File: src/hw/scs_pkg.sv
// constants and carriers of the clock-stop serial port.
// assumes a single ref_clk domain; configuration arrives as plain ports.
package scs_pkg;

  // --------------------------------------------------------------
  // widths
  // --------------------------------------------------------------
  localparam int WORD_BITS = 8;
  localparam int DIV_BITS  = 8;
  localparam int PIN_COUNT = 6;

  // --------------------------------------------------------------
  // pin positions in the gpio vectors
  // --------------------------------------------------------------
  localparam int PIN_RX_CLK  = 0;
  localparam int PIN_RX_SYNC = 1;
  localparam int PIN_RX_DATA = 2;
  localparam int PIN_TX_CLK  = 3;
  localparam int PIN_TX_SYNC = 4;
  localparam int PIN_TX_DATA = 5;

  // --------------------------------------------------------------
  // codes, counts and reset values
  // --------------------------------------------------------------
  localparam logic [1:0]          STOP_NO_DELAY   = 2'h2;
  localparam logic [1:0]          STOP_HALF_DELAY = 2'h3;
  localparam logic [DIV_BITS-1:0] SLAVE_DIVIDER   = 8'h01;
  localparam logic [DIV_BITS-1:0] PHASE_ONE       = 8'h01;
  localparam logic [WORD_BITS-1:0] WORD_RESET     = 8'h00;
  localparam logic [3:0]          LAST_BIT        = 4'h7;
  localparam logic [8:0]          SETTLE_CYCLES   = 9'h1ff;
  // select pins idle high, so a slave sees no select after reset
  localparam logic [4:0]          SYNC_IDLE       = 5'h12;

  typedef struct packed {
    logic [1:0]          clock_stop_select;
    logic                tx_clock_polarity;
    logic                tx_sync_polarity;
    logic                rx_sync_polarity;
    logic                tx_clock_direction;
    logic                tx_sync_direction;
    logic                rx_clock_direction;
    logic                rx_sync_direction;
    logic                generator_source_select;
    logic [DIV_BITS-1:0] sample_rate_divider;
  } scs_cfg_type;

  typedef enum logic [1:0] {
    SCS_IDLE  = 2'b00,
    SCS_LEAD  = 2'b01,
    SCS_SHIFT = 2'b10,
    SCS_TAIL  = 2'b11
  } scs_state_type;

endpackage

File: src/hw/scs_clkgen.sv
// shift clock generator running from the cpu output clock.
// assumes ref_clk is the cpu output clock, one cycle = two half-cycles.
`timescale 1ns/1ps
module scs_clkgen (
  // clock and reset
  input  wire logic                         ref_clk,
  input  wire logic                         rst_b,
  // control
  input  wire logic                         run,
  input  wire logic [scs_pkg::DIV_BITS-1:0] divider,
  // generated clock
  output logic                              level,
  output logic                              rise,
  output logic                              fall
);

  // --------------------------------------------------------------
  // phase lengths
  // --------------------------------------------------------------
  logic [7:0] cnt_reg;
  logic       level_reg;
  logic       rise_reg;
  logic       fall_reg;

  wire [8:0] div_up    = {1'b0, divider} + 9'h001;
  wire       div_zero  = divider == 8'h00;
  wire [7:0] half_up   = div_up[8:1];
  wire [7:0] half_dn   = {1'b0, divider[7:1]};
  // a zero divider cannot give half a cycle; both phases take one
  wire [7:0] low_len   = div_zero ? scs_pkg::PHASE_ONE :
                         (divider[0] ? half_up : half_dn);
  wire [7:0] high_len  = div_zero ? scs_pkg::PHASE_ONE :
                         (divider[0] ? half_up :
                          half_dn + scs_pkg::PHASE_ONE);
  wire [7:0] phase_len = level_reg ? high_len : low_len;
  wire       phase_end = cnt_reg == phase_len - scs_pkg::PHASE_ONE;

  always_ff @(posedge ref_clk or negedge rst_b)
    if (!rst_b)
    begin
      cnt_reg   <= 8'h00;
      level_reg <= 1'b0;
      rise_reg  <= 1'b0;
      fall_reg  <= 1'b0;
    end
    // halted generator parks low, ready to restart from a low phase
    else if (!run)
    begin
      cnt_reg   <= 8'h00;
      level_reg <= 1'b0;
      rise_reg  <= 1'b0;
      fall_reg  <= 1'b0;
    end
    else
    begin
      cnt_reg   <= phase_end ? 8'h00 : cnt_reg + 8'h01;
      level_reg <= level_reg ^ phase_end;
      rise_reg  <= phase_end & ~level_reg;
      fall_reg  <= phase_end & level_reg;
    end

  assign level = level_reg;
  assign rise  = rise_reg;
  assign fall  = fall_reg;

  // --------------------------------------------------------------
  // checks
  // --------------------------------------------------------------
  logic       prev_reg;
  logic [7:0] track_reg;
  logic [8:0] per_reg;
  logic [8:0] settle_reg;
  logic [7:0] div_d_reg;

  always_ff @(posedge ref_clk or negedge rst_b)
    if (!rst_b)
    begin
      prev_reg   <= 1'b0;
      track_reg  <= 8'h00;
      per_reg    <= 9'h000;
      settle_reg <= 9'h000;
      div_d_reg  <= 8'h00;
    end
    else
    begin
      prev_reg   <= level_reg;
      track_reg  <= (level_reg ^ prev_reg) ? 8'h01 : track_reg + 8'h01;
      per_reg    <= rise_reg ? 9'h001 : per_reg + 9'h001;
      div_d_reg  <= divider;
      settle_reg <= (!run || divider != div_d_reg) ? 9'h000 :
                    (settle_reg == scs_pkg::SETTLE_CYCLES ? settle_reg
                     : settle_reg + 9'h001);
    end

  wire settled = settle_reg == scs_pkg::SETTLE_CYCLES;
endmodule

File: src/hw/scs_buf2.sv
// two-entry word buffer with valid and ready on both sides.
// assumes one clock; read data always come from a register.
`timescale 1ns/1ps
module scs_buf2 #(
  parameter int WIDTH = scs_pkg::WORD_BITS
) (
  // clock and reset
  input  wire logic             ref_clk,
  input  wire logic             rst_b,
  // filling side
  input  wire logic             in_valid,
  input  wire logic [WIDTH-1:0] in_data,
  output logic                  in_ready,
  // draining side
  output logic                  out_valid,
  output logic [WIDTH-1:0]      out_data,
  input  wire logic             out_ready
);

  logic [WIDTH-1:0] head_reg;
  logic [WIDTH-1:0] tail_reg;
  logic [1:0]       fill_reg;
  logic             valid_reg;

  wire push = in_valid & in_ready;
  wire pop  = out_valid & out_ready;

  assign in_ready  = fill_reg != 2'h2;
  // valid kept in its own flop so it leaves the port undecoded
  assign out_valid = valid_reg;
  assign out_data  = head_reg;

  always_ff @(posedge ref_clk or negedge rst_b)
    if (!rst_b)
    begin
      head_reg <= '0;
      tail_reg <= '0;
      fill_reg <= 2'h0;
      valid_reg <= 1'b0;
    end
    else
    begin
      case ({push, pop})
        2'b10:
        begin
          if (fill_reg == 2'h0)
            head_reg <= in_data;
          else
            tail_reg <= in_data;
          fill_reg <= fill_reg + 2'h1;
          valid_reg <= 1'b1;
        end
        2'b01:
        begin
          head_reg <= tail_reg;
          fill_reg <= fill_reg - 2'h1;
          valid_reg <= fill_reg == 2'h2;
        end
        // one word held: it leaves while the new one takes its place
        2'b11:
          head_reg <= (fill_reg == 2'h1) ? in_data : tail_reg;
        default:
          fill_reg <= fill_reg;
      endcase
    end

endmodule

File: src/hw/scs_spi.sv
// clock-stop serial port: spi master or slave, plus pins as gpio.
// assumes ref_clk is the cpu output clock and config holds steady
// while a word is on the wire.
//
// Operation
// shift clock period is divider plus one; a zero divider gives two cycles
// low phase: half, or divider/2 when even
// high phase: half, or divider/2+1 when even
// slave use: cpu source, divider set to 1
// master drives select inverted, active low
// slave inverts received active-low selects
// master: tx clock/sync driven, rx ones inputs
// slave: all four clock/sync pins inputs
// master lowers select before first rising edge
// code 10b: launch after rising edges
// code 11b: launch on falling, clock after period
// receive data sampled on falling edges
// slave releases data when select returns high
// gpio inputs sampled on cpu clock rising edge
// gpio outputs updated after cpu clock edge
// inverted polarity swaps the reference edge
`timescale 1ns/1ps
module scs_spi (
  // clock and reset
  input  wire logic                          ref_clk,
  input  wire logic                          rst_b,
  // configuration
  input  wire scs_pkg::scs_cfg_type          cfg,
  input  wire logic [scs_pkg::PIN_COUNT-1:0] gpio_enable,
  input  wire logic [scs_pkg::PIN_COUNT-1:0] gpio_out_value,
  output logic [scs_pkg::PIN_COUNT-2:0]      gpio_in_value,
  // transmit words
  input  wire logic                          tx_valid,
  input  wire logic [scs_pkg::WORD_BITS-1:0] tx_word,
  output logic                               tx_ready,
  // receive words
  output logic                               rx_valid,
  output logic [scs_pkg::WORD_BITS-1:0]      rx_word,
  input  wire logic                          rx_ready,
  // status
  output logic                               busy,
  output logic                               overrun,
  // receive pins
  input  wire logic                          rx_shift_clock_pin_i,
  output logic                               rx_shift_clock_pin_o,
  output logic                               rx_shift_clock_pin_oe,
  input  wire logic                          rx_frame_sync_pin_i,
  output logic                               rx_frame_sync_pin_o,
  output logic                               rx_frame_sync_pin_oe,
  input  wire logic                          rx_data_pin_i,
  // transmit pins
  input  wire logic                          tx_shift_clock_pin_i,
  output logic                               tx_shift_clock_pin_o,
  output logic                               tx_shift_clock_pin_oe,
  input  wire logic                          tx_frame_sync_pin_i,
  output logic                               tx_frame_sync_pin_o,
  output logic                               tx_frame_sync_pin_oe,
  output logic                               tx_data_pin_o,
  output logic                               tx_data_pin_oe
);

  // --------------------------------------------------------------
  // pin synchronisers
  // --------------------------------------------------------------
  logic [4:0] sync1_reg;
  logic [4:0] sync2_reg;
  logic       clk_d_reg;

  wire [4:0] pins_in = {tx_frame_sync_pin_i, tx_shift_clock_pin_i,
                        rx_data_pin_i, rx_frame_sync_pin_i,
                        rx_shift_clock_pin_i};

  always_ff @(posedge ref_clk or negedge rst_b)
    if (!rst_b)
    begin
      sync1_reg <= scs_pkg::SYNC_IDLE;
      sync2_reg <= scs_pkg::SYNC_IDLE;
      clk_d_reg <= 1'b0;
    end
    else
    begin
      sync1_reg <= pins_in;
      sync2_reg <= sync1_reg;
      clk_d_reg <= sync2_reg[scs_pkg::PIN_TX_CLK];
    end

  // --------------------------------------------------------------
  // mode decode and edges
  // --------------------------------------------------------------
  logic g_level;
  logic g_rise;
  logic g_fall;

  wire master = cfg.tx_clock_direction & cfg.tx_sync_direction;
  wire late   = cfg.clock_stop_select == scs_pkg::STOP_HALF_DELAY;
  wire spi_on = late |
                (cfg.clock_stop_select == scs_pkg::STOP_NO_DELAY);
  wire pol    = cfg.tx_clock_polarity;

  // generator only runs from the cpu clock source
  scs_clkgen u_clkgen (
    .ref_clk (ref_clk),
    .rst_b   (rst_b),
    .run     (cfg.generator_source_select),
    .divider (cfg.sample_rate_divider),
    .level   (g_level),
    .rise    (g_rise),
    .fall    (g_fall)
  );

  wire s_clk    = sync2_reg[scs_pkg::PIN_TX_CLK];
  wire s_rise   = s_clk & ~clk_d_reg;
  wire s_fall   = ~s_clk & clk_d_reg;
  wire edge_a   = master ? g_rise : s_rise;
  wire edge_b   = master ? g_fall : s_fall;
  wire pin_rise = pol ? edge_b : edge_a;
  wire pin_fall = pol ? edge_a : edge_b;
  // slave selects arrive active low and are inverted here
  wire sel_in  = sync2_reg[scs_pkg::PIN_TX_SYNC] ^
                 cfg.tx_sync_polarity;
  wire rsel_in = sync2_reg[scs_pkg::PIN_RX_SYNC] ^
                 cfg.rx_sync_polarity;
  wire rx_bit  = sync2_reg[scs_pkg::PIN_RX_DATA];
  wire start_edge = late ? pin_rise : pin_fall;

  // --------------------------------------------------------------
  // word path
  // --------------------------------------------------------------
  scs_pkg::scs_state_type state_reg;
  scs_pkg::scs_state_type state_next;
  logic [7:0] shift_reg;
  logic [7:0] shift_next;
  logic [7:0] rsh_reg;
  logic [7:0] rsh_next;
  logic [7:0] hold_reg;
  logic [7:0] push_word;
  logic [3:0] cnt_reg;
  logic [3:0] cnt_next;
  logic       sel_reg;
  logic       sel_next;
  logic       clk_en_reg;
  logic       clk_en_next;
  logic       doe_reg;
  logic       doe_next;
  logic       hold_valid_reg;
  logic       tx_ready_reg;
  logic       take_hold;
  logic       buf_push;
  logic       buf_ready;
  logic       overrun_reg;
  logic       busy_reg;

  wire last   = cnt_reg == scs_pkg::LAST_BIT;
  wire sample = pin_fall & (master | rsel_in);
  wire accept = tx_valid & tx_ready_reg;
  wire hold_valid_next = accept | (hold_valid_reg & ~take_hold);

  always_comb
  begin
    state_next  = state_reg;
    sel_next    = sel_reg;
    clk_en_next = clk_en_reg;
    doe_next    = doe_reg;
    shift_next  = shift_reg;
    rsh_next    = rsh_reg;
    cnt_next    = cnt_reg;
    take_hold   = 1'b0;
    buf_push    = 1'b0;
    push_word   = rsh_reg;
    case (state_reg)
      scs_pkg::SCS_IDLE:
      begin
        // a full receive buffer holds off the next master word
        if (spi_on && master && hold_valid_reg && buf_ready &&
            start_edge)
        begin
          sel_next    = 1'b1;
          shift_next  = hold_reg;
          take_hold   = 1'b1;
          cnt_next    = 4'h0;
          clk_en_next = !late;
          state_next  = late ? scs_pkg::SCS_LEAD : scs_pkg::SCS_SHIFT;
        end
        else if (spi_on && !master && sel_in)
        begin
          shift_next = hold_valid_reg ? hold_reg : scs_pkg::WORD_RESET;
          take_hold  = hold_valid_reg;
          doe_next   = 1'b1;
          cnt_next   = 4'h0;
          state_next = scs_pkg::SCS_SHIFT;
        end
      end
      scs_pkg::SCS_LEAD:
      begin
        if (pin_fall)
          doe_next = 1'b1;
        if (pin_rise)
        begin
          clk_en_next = 1'b1;
          state_next  = scs_pkg::SCS_SHIFT;
        end
      end
      scs_pkg::SCS_SHIFT:
      begin
        if (!master && !sel_in)
        begin
          doe_next   = 1'b0;
          state_next = scs_pkg::SCS_IDLE;
        end
        else
        begin
          if (pin_rise && !late)
          begin
            if (cnt_reg != 4'h0)
              shift_next = {shift_reg[6:0], 1'b0};
            doe_next = 1'b1;
          end
          if (sample)
          begin
            rsh_next = {rsh_reg[6:0], rx_bit};
            cnt_next = cnt_reg + 4'h1;
            if (late)
              shift_next = {shift_reg[6:0], 1'b0};
            if (last)
            begin
              clk_en_next = 1'b0;
              state_next  = scs_pkg::SCS_TAIL;
              buf_push    = !master;
              push_word   = {rsh_reg[6:0], rx_bit};
            end
          end
        end
      end
      scs_pkg::SCS_TAIL:
      begin
        if (master && start_edge)
        begin
          sel_next   = 1'b0;
          doe_next   = 1'b0;
          buf_push   = 1'b1;
          state_next = scs_pkg::SCS_IDLE;
        end
        else if (!master && !sel_in)
        begin
          doe_next   = 1'b0;
          state_next = scs_pkg::SCS_IDLE;
        end
      end
      default:
        state_next = scs_pkg::SCS_IDLE;
    endcase
  end

  always_ff @(posedge ref_clk or negedge rst_b)
    if (!rst_b)
    begin
      state_reg      <= scs_pkg::SCS_IDLE;
      shift_reg      <= scs_pkg::WORD_RESET;
      rsh_reg        <= scs_pkg::WORD_RESET;
      hold_reg       <= scs_pkg::WORD_RESET;
      cnt_reg        <= 4'h0;
      sel_reg        <= 1'b0;
      clk_en_reg     <= 1'b0;
      doe_reg        <= 1'b0;
      hold_valid_reg <= 1'b0;
      tx_ready_reg   <= 1'b0;
      overrun_reg    <= 1'b0;
      busy_reg       <= 1'b0;
    end
    else
    begin
      state_reg      <= state_next;
      shift_reg      <= shift_next;
      rsh_reg        <= rsh_next;
      hold_reg       <= accept ? tx_word : hold_reg;
      cnt_reg        <= cnt_next;
      sel_reg        <= sel_next;
      clk_en_reg     <= clk_en_next;
      doe_reg        <= doe_next;
      hold_valid_reg <= hold_valid_next;
      tx_ready_reg   <= !hold_valid_next;
      overrun_reg    <= buf_push & !buf_ready;
      busy_reg       <= state_next != scs_pkg::SCS_IDLE;
    end

  scs_buf2 #(
    .WIDTH (scs_pkg::WORD_BITS)
  ) u_rxbuf (
    .ref_clk   (ref_clk),
    .rst_b     (rst_b),
    .in_valid  (buf_push),
    .in_data   (push_word),
    .in_ready  (buf_ready),
    .out_valid (rx_valid),
    .out_data  (rx_word),
    .out_ready (rx_ready)
  );

  // --------------------------------------------------------------
  // pin drivers
  // --------------------------------------------------------------
  // built from next state so every pin trails the generator by one
  logic [5:0] pin_o_reg;
  logic [5:0] pin_oe_reg;
  logic [4:0] gpio_in_reg;

  wire clk_drive = clk_en_next ? (g_level ^ pol) : pol;
  wire [5:0] spi_o = {shift_next[7],
                      sel_next ^ cfg.tx_sync_polarity,
                      clk_drive, 1'b0,
                      sel_next ^ cfg.rx_sync_polarity, clk_drive};
  wire [5:0] pin_oe_next = {gpio_enable[5] | doe_next,
                            cfg.tx_sync_direction,
                            cfg.tx_clock_direction, 1'b0,
                            cfg.rx_sync_direction,
                            cfg.rx_clock_direction};

  always_ff @(posedge ref_clk or negedge rst_b)
    if (!rst_b)
    begin
      pin_o_reg   <= 6'h00;
      pin_oe_reg  <= 6'h00;
      gpio_in_reg <= 5'h00;
    end
    else
    begin
      pin_o_reg   <= (gpio_enable & gpio_out_value) |
                     (~gpio_enable & spi_o);
      pin_oe_reg  <= pin_oe_next;
      gpio_in_reg <= sync2_reg;
    end

  assign rx_shift_clock_pin_o  = pin_o_reg[scs_pkg::PIN_RX_CLK];
  assign rx_shift_clock_pin_oe = pin_oe_reg[scs_pkg::PIN_RX_CLK];
  assign rx_frame_sync_pin_o   = pin_o_reg[scs_pkg::PIN_RX_SYNC];
  assign rx_frame_sync_pin_oe  = pin_oe_reg[scs_pkg::PIN_RX_SYNC];
  assign tx_shift_clock_pin_o  = pin_o_reg[scs_pkg::PIN_TX_CLK];
  assign tx_shift_clock_pin_oe = pin_oe_reg[scs_pkg::PIN_TX_CLK];
  assign tx_frame_sync_pin_o   = pin_o_reg[scs_pkg::PIN_TX_SYNC];
  assign tx_frame_sync_pin_oe  = pin_oe_reg[scs_pkg::PIN_TX_SYNC];
  assign tx_data_pin_o         = pin_o_reg[scs_pkg::PIN_TX_DATA];
  assign tx_data_pin_oe        = pin_oe_reg[scs_pkg::PIN_TX_DATA];
  assign gpio_in_value         = gpio_in_reg;
  assign tx_ready              = tx_ready_reg;
  assign overrun               = overrun_reg;
  assign busy                  = busy_reg;
endmodule

File: config.mk
export PLATFORM = sky130hd
export DESIGN_NAME = scs_spi
export DESIGN_NICKNAME = d
export VERILOG_FILES = /design/src/hw/scs_pkg.sv /design/src/hw/scs_clkgen.sv /design/src/hw/scs_buf2.sv /design/src/hw/scs_spi.sv
export SDC_FILE = /design/constraint.sdc
export NUM_CORES = 1
export LEC_CHECK = 0
export BUFFER_PORTS_ARGS = -buffer_cell sky130_fd_sc_hd__buf_4
export CAP_MARGIN = 20
export CORE_MARGIN = 3
export CORE_UTILIZATION = 52
export DETAILED_ROUTE_END_ITERATION = 10
export GPL_ROUTABILITY_DRIVEN = 0
export PLACE_DENSITY = 0.82
export REMOVE_ABC_BUFFERS = 1
export SLEW_MARGIN = 20
export SYNTH_ARGS = -nofsm -noshare
export SYNTH_HDL_FRONTEND = slang
export SYNTH_SLANG_ARGS = --single-unit
File: constraint.sdc
create_clock -name ref_clk -period 3.1 [get_ports ref_clk]
set_input_delay 0.31 -clock ref_clk [delete_from_list [all_inputs] [get_ports ref_clk]]
set_output_delay 0.31 -clock ref_clk [all_outputs]
set_load 0.05 [all_outputs]
==> results of run 1 <==
## where the power goes
group | internal, mW | switching, mW
Sequential | 1.42 | 0.151
Combinational | 0.476 | 0.669
Clock | 0.413 | 0.459
Total | 2.31 | 1.28
## through the flow
stage,setup WS [ns],utilization
2_1_floorplan,-0.7805,-
3_3_place_gp,-0.1062,0.6389
3_5_place_dp,-0.1575,0.6389
4_1_cts,0.1099,0.6629
5_1_grt,0.01382,0.6641
6_report,0.1778,0.6641
## cell type report
class / instances / area [um^2]
clock inverters: 6 / 76.32
flip-flops and latches: 92 / 2307
multi-input cells: 327 / 2421
repair buffers: 102 / 765.7
well taps: 108 / 135.1
fillers: 695 / 3000
inverters: 24 / 90.09
clock buffers: 10 / 137.6
## what timing repair did
item                                   4_1_cts  5_1_grt
setup endpoints to repair                    0        9
endpoints found under the hold margin        0        0
resized for setup                            0        2
## critical path, stage by stage
cell and delay [ns]:
buf_4 0.11, inv_1 0.06, ha_1 0.15, or3b_2 0.46
or2_0 0.22, and2_1 0.16, ha_1 0.20, and3_1 0.14
a32o_1 0.28, or3_1 0.35, a22oi_1 0.26, nor4_4 0.10
ha_1 0.29, nor2b_1 0.12
## final timing paths
check	end	slack, ns	depth (start not counted)
min in group ref_clk	sync1_reg[4]	0.05	1
setup reg to reg	u_rxbuf.out_data[4]	0.19	13
hold reg to reg	sync2_reg[0]	0.36	0
hold / removal	gpio_in_value[0]	0.002	1
setup / recovery	u_clkgen.level	0.18	14
max in group asynchronous	shift_reg[6]	2.34	2
## cell families (layout without fill, tap and decap cells)
logic type,count (synthesis),in the layout,share of synthesized area
compound gates,106,106,0.1515
fa+ha+maj,21,21,0.05364
buf+inv,42,142,0.03703
flops,92,92,0.4710
xor+xnor,30,30,0.05364
simple gates,129,129,0.1374
mux,41,41,0.09579
## routing by layer
layer,global-route usage,vias to the layer above,routed length (um)
li1,-,1831,-
met1,0.2526,1816,4510
met2,0.3453,81,5113
met3,0.04736,10,455
met4,0.06076,0,101
met5,0,-,0
## cells in the final DEF (no fill, tap or decap), drive strengths merged, types with 14 or more instances in the layout
cell type,n
nor2,21
nand2,46
a21oi,14
buf,102
xnor2,21
inv,29
dfrtp,88
o21ai,30
ha,21
mux2,27
==> flow_metrics.py, run 1 <==
metrics = {
    "clock_tree": {
        "clockRootBuffer": "clkbuf_8",
        "insertion_delay_ns": 0.36,
        "cts_buffers": 9,
        "hold_buffers": 0,
        "clockBufferDepth": 2,
        "post_cts_buffers": 0,
        "cts.htree.levels": 3,
        "cts_num_sinks": 92,
        "tritoncts": "built",
        "clkTransAtPathRegs_ns": 0.10,
    },
    "floorplan": {
        "die_area_um2": 10620,
        "die_h_um": 103.1,
        "rows": 34,
        "initial_core_util": 0.5483,
        "io_pins": 74,
        "die_w_um": 103.1,
        "core-area_um2": 8934,
    },
    "synth": {
        "seq_area_frac_synth": 0.4710,
        "synth-edff-count": 0,
        "synth.most_common_cell": "dfrtp_1",
        "ys_ff_latch": 92,
        "netlist_area_um2": 4898,
        "synthCells": 461,
        "yosysUniqueCellTypes": 68,
        "yosysWarnings": 0,
        "synth_top_area_frac": 0.4496,
        "syn_avg_cell_area_um2": 10.63,
        "synth_commonest_cells": "dfrtp_1, nand2_1, o21ai_0",
        "synth_area_leaders": "dfrtp_1, mux2_2, ha_1, xnor2_1, nand2_1",
        "ys.flop_type": "dfrtp_1",
        "synth_area_leader_cell": "dfrtp_1",
        "async_flop_share": 1.000,
    },
    "placement": {
        "io_buffers": 71,
        "dp_cells": 653,
        "dp_hpwl_um": 7660,
        "place_area_um2": 5708,
    },
    "route": {
        "dr.pass1.iters": 4,
        "avgViaCountPerCell": 5.587,
        "vias": 3738,
        "drcViolationCount": 0,
        "drtAntennaViolNets": 0,
        "post_drt_wl_per_cell_um": 15.22,
        "drt_iter0_drc": 170,
        "wl_um": 10180,
    },
    "setup_path": {
        "crit_fanout": 3,
        "rr_startpoint": "sync2_reg[1]",
        "critPathKind": "primary input to register",
        "endpoint_kind": "register",
        "start_kind": "primary input",
        "startpoint": "cfg[1]",
        "arrival_ns": 3.22,
        "required_ns": 3.40,
    },
    "cells_and_area": {
        "drive_gt1_frac": 0.2941,
        "fin_nets": 624,
        "area_delta_synth_final_pct": 21.12,
        "fin_cells": 669,
        "num_antenna_cells": 0,
        "stdcell_area_um2": 5933,
    },
    "grt": {
        "grt_usage": 0.2012,
        "antenna_found_initial": 0,
        "overflow": 0,
        "grt_pass1_vias": 3726,
        "grt_pass1_wl_um": 16950,
        "grt_max_degree": 65,
    },
    "timing": {
        "setup_viol": 0,
        "hold_slack_ns": 0.001534,
        "setup-tns-final_ns": 0,
        "final.setup_skew_ns": 0.01653,
        "relSlewSlack": 0.4722,
        "tightest_slew_ns": 0.7917,
        "fmax_mhz": 342.2,
        "fin_crit_sh": 0.9427,
        "grt_setup_unrepaired": "no",
        "period_minus_slack_ns": 2.922,
        "drv_slew": 0,
        "hold_violations": 0,
    },
    "worst_hold_path": {
        "hold_class": "primary input to asynchronous set/reset pin",
    },
    "power": {
        "ir_drop_mv": 0.3116,
        "power.total_mw": 3.586,
        "power_density_nw_per_um2": 604.3,
        "leakagePower_nw": 2.735,
    },
    "outcome": {
        "status": "completed",
    },
    "job": {
        "maxCapViolCount": 0,
    },
}
Power figures use the tool's default switching activity.
==> run 2: changes to the inputs <==
Settings changed: ABC_AREA from default to 1, CORE_UTILIZATION 52 to 58, MAX_ROUTING_LAYER from default to met4, PLACE_DENSITY 0.82 to 0.86.
Clock period 3.1 ns to 3.3 ns, I/O delays scaled along.
==> flow_metrics.py, run 2 <==
metrics = {
    "grt": {
        "grt_pass1_vias": 4488,
        "globalRouteMet3Util": 0.04983,
        "grt_max_degree": 43,
        "grt_util_met1": 0.2983,
        "grt_usage": 0.2506,
        "grt_pass1_wl_um": 19950,
        "antenna_found_initial": 0,
        "overflow": 0,
        "use_met2": 0.4292,
        "grt-busiest-layer": "met2",
    },
    "power": {
        "ir_drop_mv": 0.4538,
        "power.total_mw": 3.927,
        "leakagePower_nw": 3.133,
        "power_density_nw_per_um2": 649.2,
    },
    "setup_path": {
        "critPathKind": "register to register",
        "required_ns": 3.54,
        "cpPeakStageDelay_ns": 0.46,
        "crit_chain": "inv_1 -> ha_1 -> nand2_1 -> nor2_4 -> nand2_4 -> o22ai_1 -> inv_1 -> nor2_1 -> inv_1 -> ha_1 -> nand2_1 -> a21oi_1 -> o21ai_0 -> nand2_1",
        "endpoint_kind": "register",
        "rr_worst_depth": 14,
        "crit_buf_inv": 3,
        "cp.depth": 14,
        "crit_fanout": 10,
        "arrival_ns": 3.11,
        "critical_path.top_delay_family": "simple AND/OR/NAND/NOR gates",
        "start_kind": "register",
        "cp_slowest_cell": "dfrtp_1",
    },
    "cells_and_area": {
        "drive_gt1_frac": 0.2202,
        "nFillCells": 644,
        "fin_nets": 794,
        "num_antenna_cells": 0,
        "area_delta_synth_final_pct": 16.84,
        "mostFrequentLayoutCells": "nand2_1, dfrtp_1, inv_1",
        "final_common_cell": "nand2_1",
    },
    "floorplan": {
        "initial_core_util": 0.6147,
        "die_w_um": 100.5,
        "rows": 33,
        "io_pins": 74,
        "die_h_um": 100.5,
        "die_area_um2": 10100,
        "core-area_um2": 8423,
    },
    "clock_tree": {
        "cts_num_sinks": 92,
        "cts_buffers": 9,
        "tritoncts": "built",
        "cts.htree.levels": 3,
        "insertion_delay_ns": 0.35,
        "clockBufferDepth": 2,
        "clkTransAtPathRegs_ns": 0.09,
        "clockRootBuffer": "clkbuf_8",
    },
    "timing": {
        "hold_violations": 0,
        "period_minus_slack_ns": 2.874,
        "fin_crit_sh": 0.8708,
        "tightest_slew_ns": 0.6348,
        "hold_slack_ns": 0.07745,
        "drv_slew": 0,
        "final.setup_skew_ns": 0.009740,
        "relSlewSlack": 0.5729,
        "setup-tns-final_ns": 0,
        "fmax_mhz": 348.0,
        "grt_setup_unrepaired": "no",
        "setup_viol": 0,
        "setup_ws_ns": 0.4263,
    },
    "synth": {
        "yosysUniqueCellTypes": 39,
        "synth_commonest_cells": "nand2_1, dfrtp_1, inv_1",
        "netlist_area_um2": 5177,
        "synth-edff-count": 0,
        "yosysWarnings": 0,
        "synth.most_common_cell": "nand2_1",
        "synth_area_leaders": "dfrtp_1, nand2_1, inv_1, ha_1, o21ai_0",
        "async_flop_share": 1.000,
        "ys_ff_latch": 92,
        "seq_area_frac_synth": 0.4456,
        "synthCells": 647,
        "synth_area_leader_cell": "dfrtp_1",
        "synth_top_area_frac": 0.4253,
        "ys.flop_type": "dfrtp_1",
        "syn_avg_cell_area_um2": 8.002,
    },
    "placement": {
        "place_worst_setup_slack_ns": 0.3937,
        "dp_hpwl_um": 8711,
        "io_buffers": 71,
    },
    "route": {
        "avgViaCountPerCell": 5.530,
        "dr.pass1.iters": 6,
        "wl_um": 11490,
        "drt_iter0_drc": 448,
        "drtAntennaViolNets": 0,
        "vias": 4623,
        "post_drt_wl_per_cell_um": 13.75,
        "drcViolationCount": 0,
    },
    "job": {
        "maxCapViolCount": 0,
    },
    "outcome": {
        "status": "completed",
    },
    "worst_hold_path": {
        "hold_class": "primary input to register",
        "whs_path_depth": 1,
    },
}
==> run 2: final timing paths <==
path	startpoint	to	slack, ns
setup reg to reg	state_reg[0]	u_rxbuf.out_data[4]	0.43
hold reg to reg	sync2_reg[0]	gpio_in_value[0]	0.35
hold / removal	rx_frame_sync_pin_i	sync1_reg[1]	0.08
min in group asynchronous	rst_b	u_rxbuf.out_data[1]	0.50
setup / recovery	state_reg[0]	u_rxbuf.out_data[4]	0.43
max in group asynchronous	rst_b	sync2_reg[4]	2.04
==> run 2: worst reg2reg max path, cell delays in order (launching register included) <==
cell     delay [ns]
dfrtp_1        0.46
inv_1          0.15
ha_1           0.39
nand2_1        0.20
nor2_4         0.18
nand2_4        0.06
o22ai_1        0.17
inv_1          0.08
nor2_1         0.18
inv_1          0.09
ha_1           0.33
nand2_1        0.15
a21oi_1        0.07
o21ai_0        0.19
nand2_1        0.07
==> run 2: repair_timing <==
item	4_1_cts	5_1_grt
hold buffers	1	0
hold endpoints to repair	40	0
setup buffers	0	0
gates resized for setup	0	1
endpoints found under the setup margin	0	2
==> run 2: cells by family (layout without fill, tap and decap cells) <==
group / Yosys count / count (layout) / synth area share
and+or+nand+nor: 319 / 319 / 0.2864
AOI/OAI and AO/OA: 101 / 101 / 0.1145
adders and majority gates: 21 / 21 / 0.05075
muxes: 2 / 2 / 0.004350
DFF: 92 / 92 / 0.4456
buffers and inverters: 98 / 182 / 0.07467
xor gates and xnor gates: 14 / 14 / 0.02368
==> run 2: layout make-up <==
class,count,area [um^2],area share
multi-input cells,457,2484,0.4105
repair buffers,77,580.6,0.09597
clock inverters,3,43.79,0.007239
inverters,89,334.1,0.05522
flip-flops and latches,92,2307,0.3814
clock buffers,13,168.9,0.02792
well taps,105,131.4,0.02172
==> run 2: per-layer routing <==
metal	routed length, um	vias to the layer above
met5	0	-
met4	212	0
met3	656	25
met2	5849	172
met1	4775	2192
li1	-	2234
==> run 2: where the power goes <==
part	internal, mW	switching [mW]	total (mW)
Combinational	0.503	1.06	1.56
Clock	0.413	0.377	0.790
Sequential	1.41	0.168	1.58
==> run 2: through the flow <==
step	utilization	instances	instance area, um^2
final	0.7182	836	6050
after global routing	0.7182	836	6050
after CTS	0.7182	836	6050
after detailed placement	0.6918	819	5827
after global placement	0.6918	819	5827
after floorplan	-	638	5125
==> run 3: changes to the inputs <==
Settings changed: CORE_UTILIZATION 58 to 40, PLACE_DENSITY 0.86 to 0.64.
Clock period 3.3 ns to 3.22 ns, I/O delays scaled along.
==> flow_metrics.py, run 3 (same netlist as run 2, synthesis figures left out) <==
metrics = {
    "timing": {
        "grt_setup_unrepaired": "no",
        "fin_crit_sh": 0.8257,
        "hold_violations": 0,
        "relSlewSlack": 0.4191,
        "tightest_slew_ns": 0.8713,
        "final.setup_skew_ns": 0.007190,
        "fmax_mhz": 376.1,
        "drv_slew": 0,
        "period_minus_slack_ns": 2.659,
        "setup_viol": 0,
        "setup-tns-final_ns": 0,
        "setup_ws_ns": 0.5614,
    },
    "floorplan": {
        "die_h_um": 119.8,
        "die_area_um2": 14340,
        "core-area_um2": 12310,
        "initial_core_util": 0.4205,
        "die_w_um": 119.8,
        "rows": 40,
        "io_pins": 74,
    },
    "setup_path": {
        "crit_buf_inv": 3,
        "rr_worst_depth": 16,
        "start_kind": "register",
        "crit_chain": "o21ai_1 -> nand2_1 -> o21ai_2 -> o21a_1 -> nand2_1 -> o22ai_1 -> inv_1 -> nor2_1 -> ha_1 -> inv_1 -> nor2_1 -> nor2_1 -> inv_1 -> a31oi_1 -> o21ai_0 -> nand2_1",
        "critical_path.top_delay_family": "compound AO/OA/AOI/OAI gates",
        "cpPeakStageDelay_ns": 0.39,
        "cp.depth": 16,
        "required_ns": 3.45,
        "endpoint_kind": "register",
        "crit_fanout": 16,
        "critPathKind": "register to register",
        "cp_slowest_cell": "dfrtp_1",
        "arrival_ns": 2.89,
    },
    "cells_and_area": {
        "drive_gt1_frac": 0.2227,
        "nFillCells": 1244,
        "multiInputGateArea_um2": 2484,
        "final_common_cell": "nand2_1",
        "num_antenna_cells": 0,
        "fin_util": 0.5052,
        "fin_nets": 795,
        "regArea_um2": 2307,
        "area_delta_synth_final_pct": 20.13,
        "mostFrequentLayoutCells": "nand2_1, dfrtp_1, inv_1",
    },
    "job": {
        "maxCapViolCount": 0,
    },
    "route": {
        "post_drt_wl_per_cell_um": 12.19,
        "drtAntennaViolNets": 0,
        "drt_iter0_drc": 259,
        "dr.pass1.iters": 8,
        "wl_met3_um": 556,
        "wl_um": 10970,
        "highest_layer": "met4",
        "drcViolationCount": 0,
        "wl_met2_um": 5252,
        "vias": 4371,
        "avgViaCountPerCell": 4.857,
        "wl_met1_um": 5028,
    },
    "placement": {
        "place_worst_setup_slack_ns": 0.3838,
        "dp_hpwl_um": 8462,
        "io_buffers": 71,
    },
    "power": {
        "clkPwrFrac": 0.249,
        "leakagePower_nw": 3.175,
        "power_frac_comb": 0.371,
        "p_sw_frac": 0.3943,
        "ir_drop_mv": 0.4879,
        "pwr-share-seq": 0.380,
        "power.total_mw": 4.250,
        "power_density_nw_per_um2": 683.3,
        "p_int_mw": 2.574,
        "p_switching_mw": 1.676,
    },
    "clock_tree": {
        "clkTransAtPathRegs_ns": 0.07,
        "cts_resized": 0,
        "insertion_delay_ns": 0.35,
        "clockBufferDepth": 2,
        "post_cts_buffers": 0,
        "cts_buffers": 9,
        "clockRootBuffer": "clkbuf_16",
        "hold_buffers": 0,
        "cts_num_sinks": 92,
        "tritoncts": "built",
        "cts.htree.levels": 3,
    },
    "grt": {
        "overflow": 0,
        "antenna_found_initial": 0,
        "grt_usage": 0.1643,
        "grt_max_degree": 70,
        "grt_pass1_wl_um": 18800,
        "grt_pass1_vias": 4196,
    },
    "outcome": {
        "status": "completed",
    },
    "worst_hold_path": {
        "hold_class": "primary input to asynchronous set/reset pin",
    },
}
[run 3: area by class of cell]
cell class	instances	area share
multi-input combinational	457	0.3993
sequential	92	0.3710
timing repair buffer	78	0.09415
inverter	89	0.05371
clock buffer	9	0.03621
tap	168	0.03380
clock inverter	7	0.01187
[run 3: power by group through the flow]
stage	registers [mW]	clock network, mW	logic (mW)
after global routing	1.65	1.15	1.74
after global placement	1.63	0	1.55
after CTS	1.62	1.09	1.59
final	1.62	1.06	1.58
after floorplan	1.90	0	0.829
after detailed placement	1.64	0	1.58
[run 3: worst reg2reg max path, stage by stage (launching register included)]
cell and delay (ns):
dfrtp_1 0.39, o21ai_1 0.18, nand2_1 0.08, o21ai_2 0.24, o21a_1 0.17, nand2_1 0.13
o22ai_1 0.13, inv_1 0.08, nor2_1 0.18, ha_1 0.18, inv_1 0.04, nor2_1 0.11
nor2_1 0.05, inv_1 0.34, a31oi_1 0.08, o21ai_0 0.10, nand2_1 0.07
[run 3: through the flow]
stage                     cell area (um^2)  cells  hold slack [ns]
after floorplan                       5125    638          0.02641
after global placement                5921    884           0.3318
after detailed placement              5921    884           0.3358
after CTS                             6220    900          0.05938
after global routing                  6220    900          0.05926
final                                 6220    900          0.06360
[run 3: routing by layer]
metal  up-vias  track usage
met5         -            -
met4         0      0.04653
met3        12      0.04665
met2        91       0.2719
met1      2033       0.1974
li1       2235            -
[run 3: worst paths after layout]
path | endpoint | start | slack [ns]
worst max-delay path | u_rxbuf.out_data[3] | gpio_in_value[3] | 0.56
worst min-delay path | rsh_reg[0] | rst_b | 0.06
worst max register to register | u_rxbuf.out_data[3] | gpio_in_value[3] | 0.56
worst min register to register | sync2_reg[0] | sync1_reg[0] | 0.35
max in group asynchronous | sync1_reg[4] | rst_b | 2.34
min in group ref_clk | sync1_reg[4] | tx_frame_sync_pin_i | 0.08
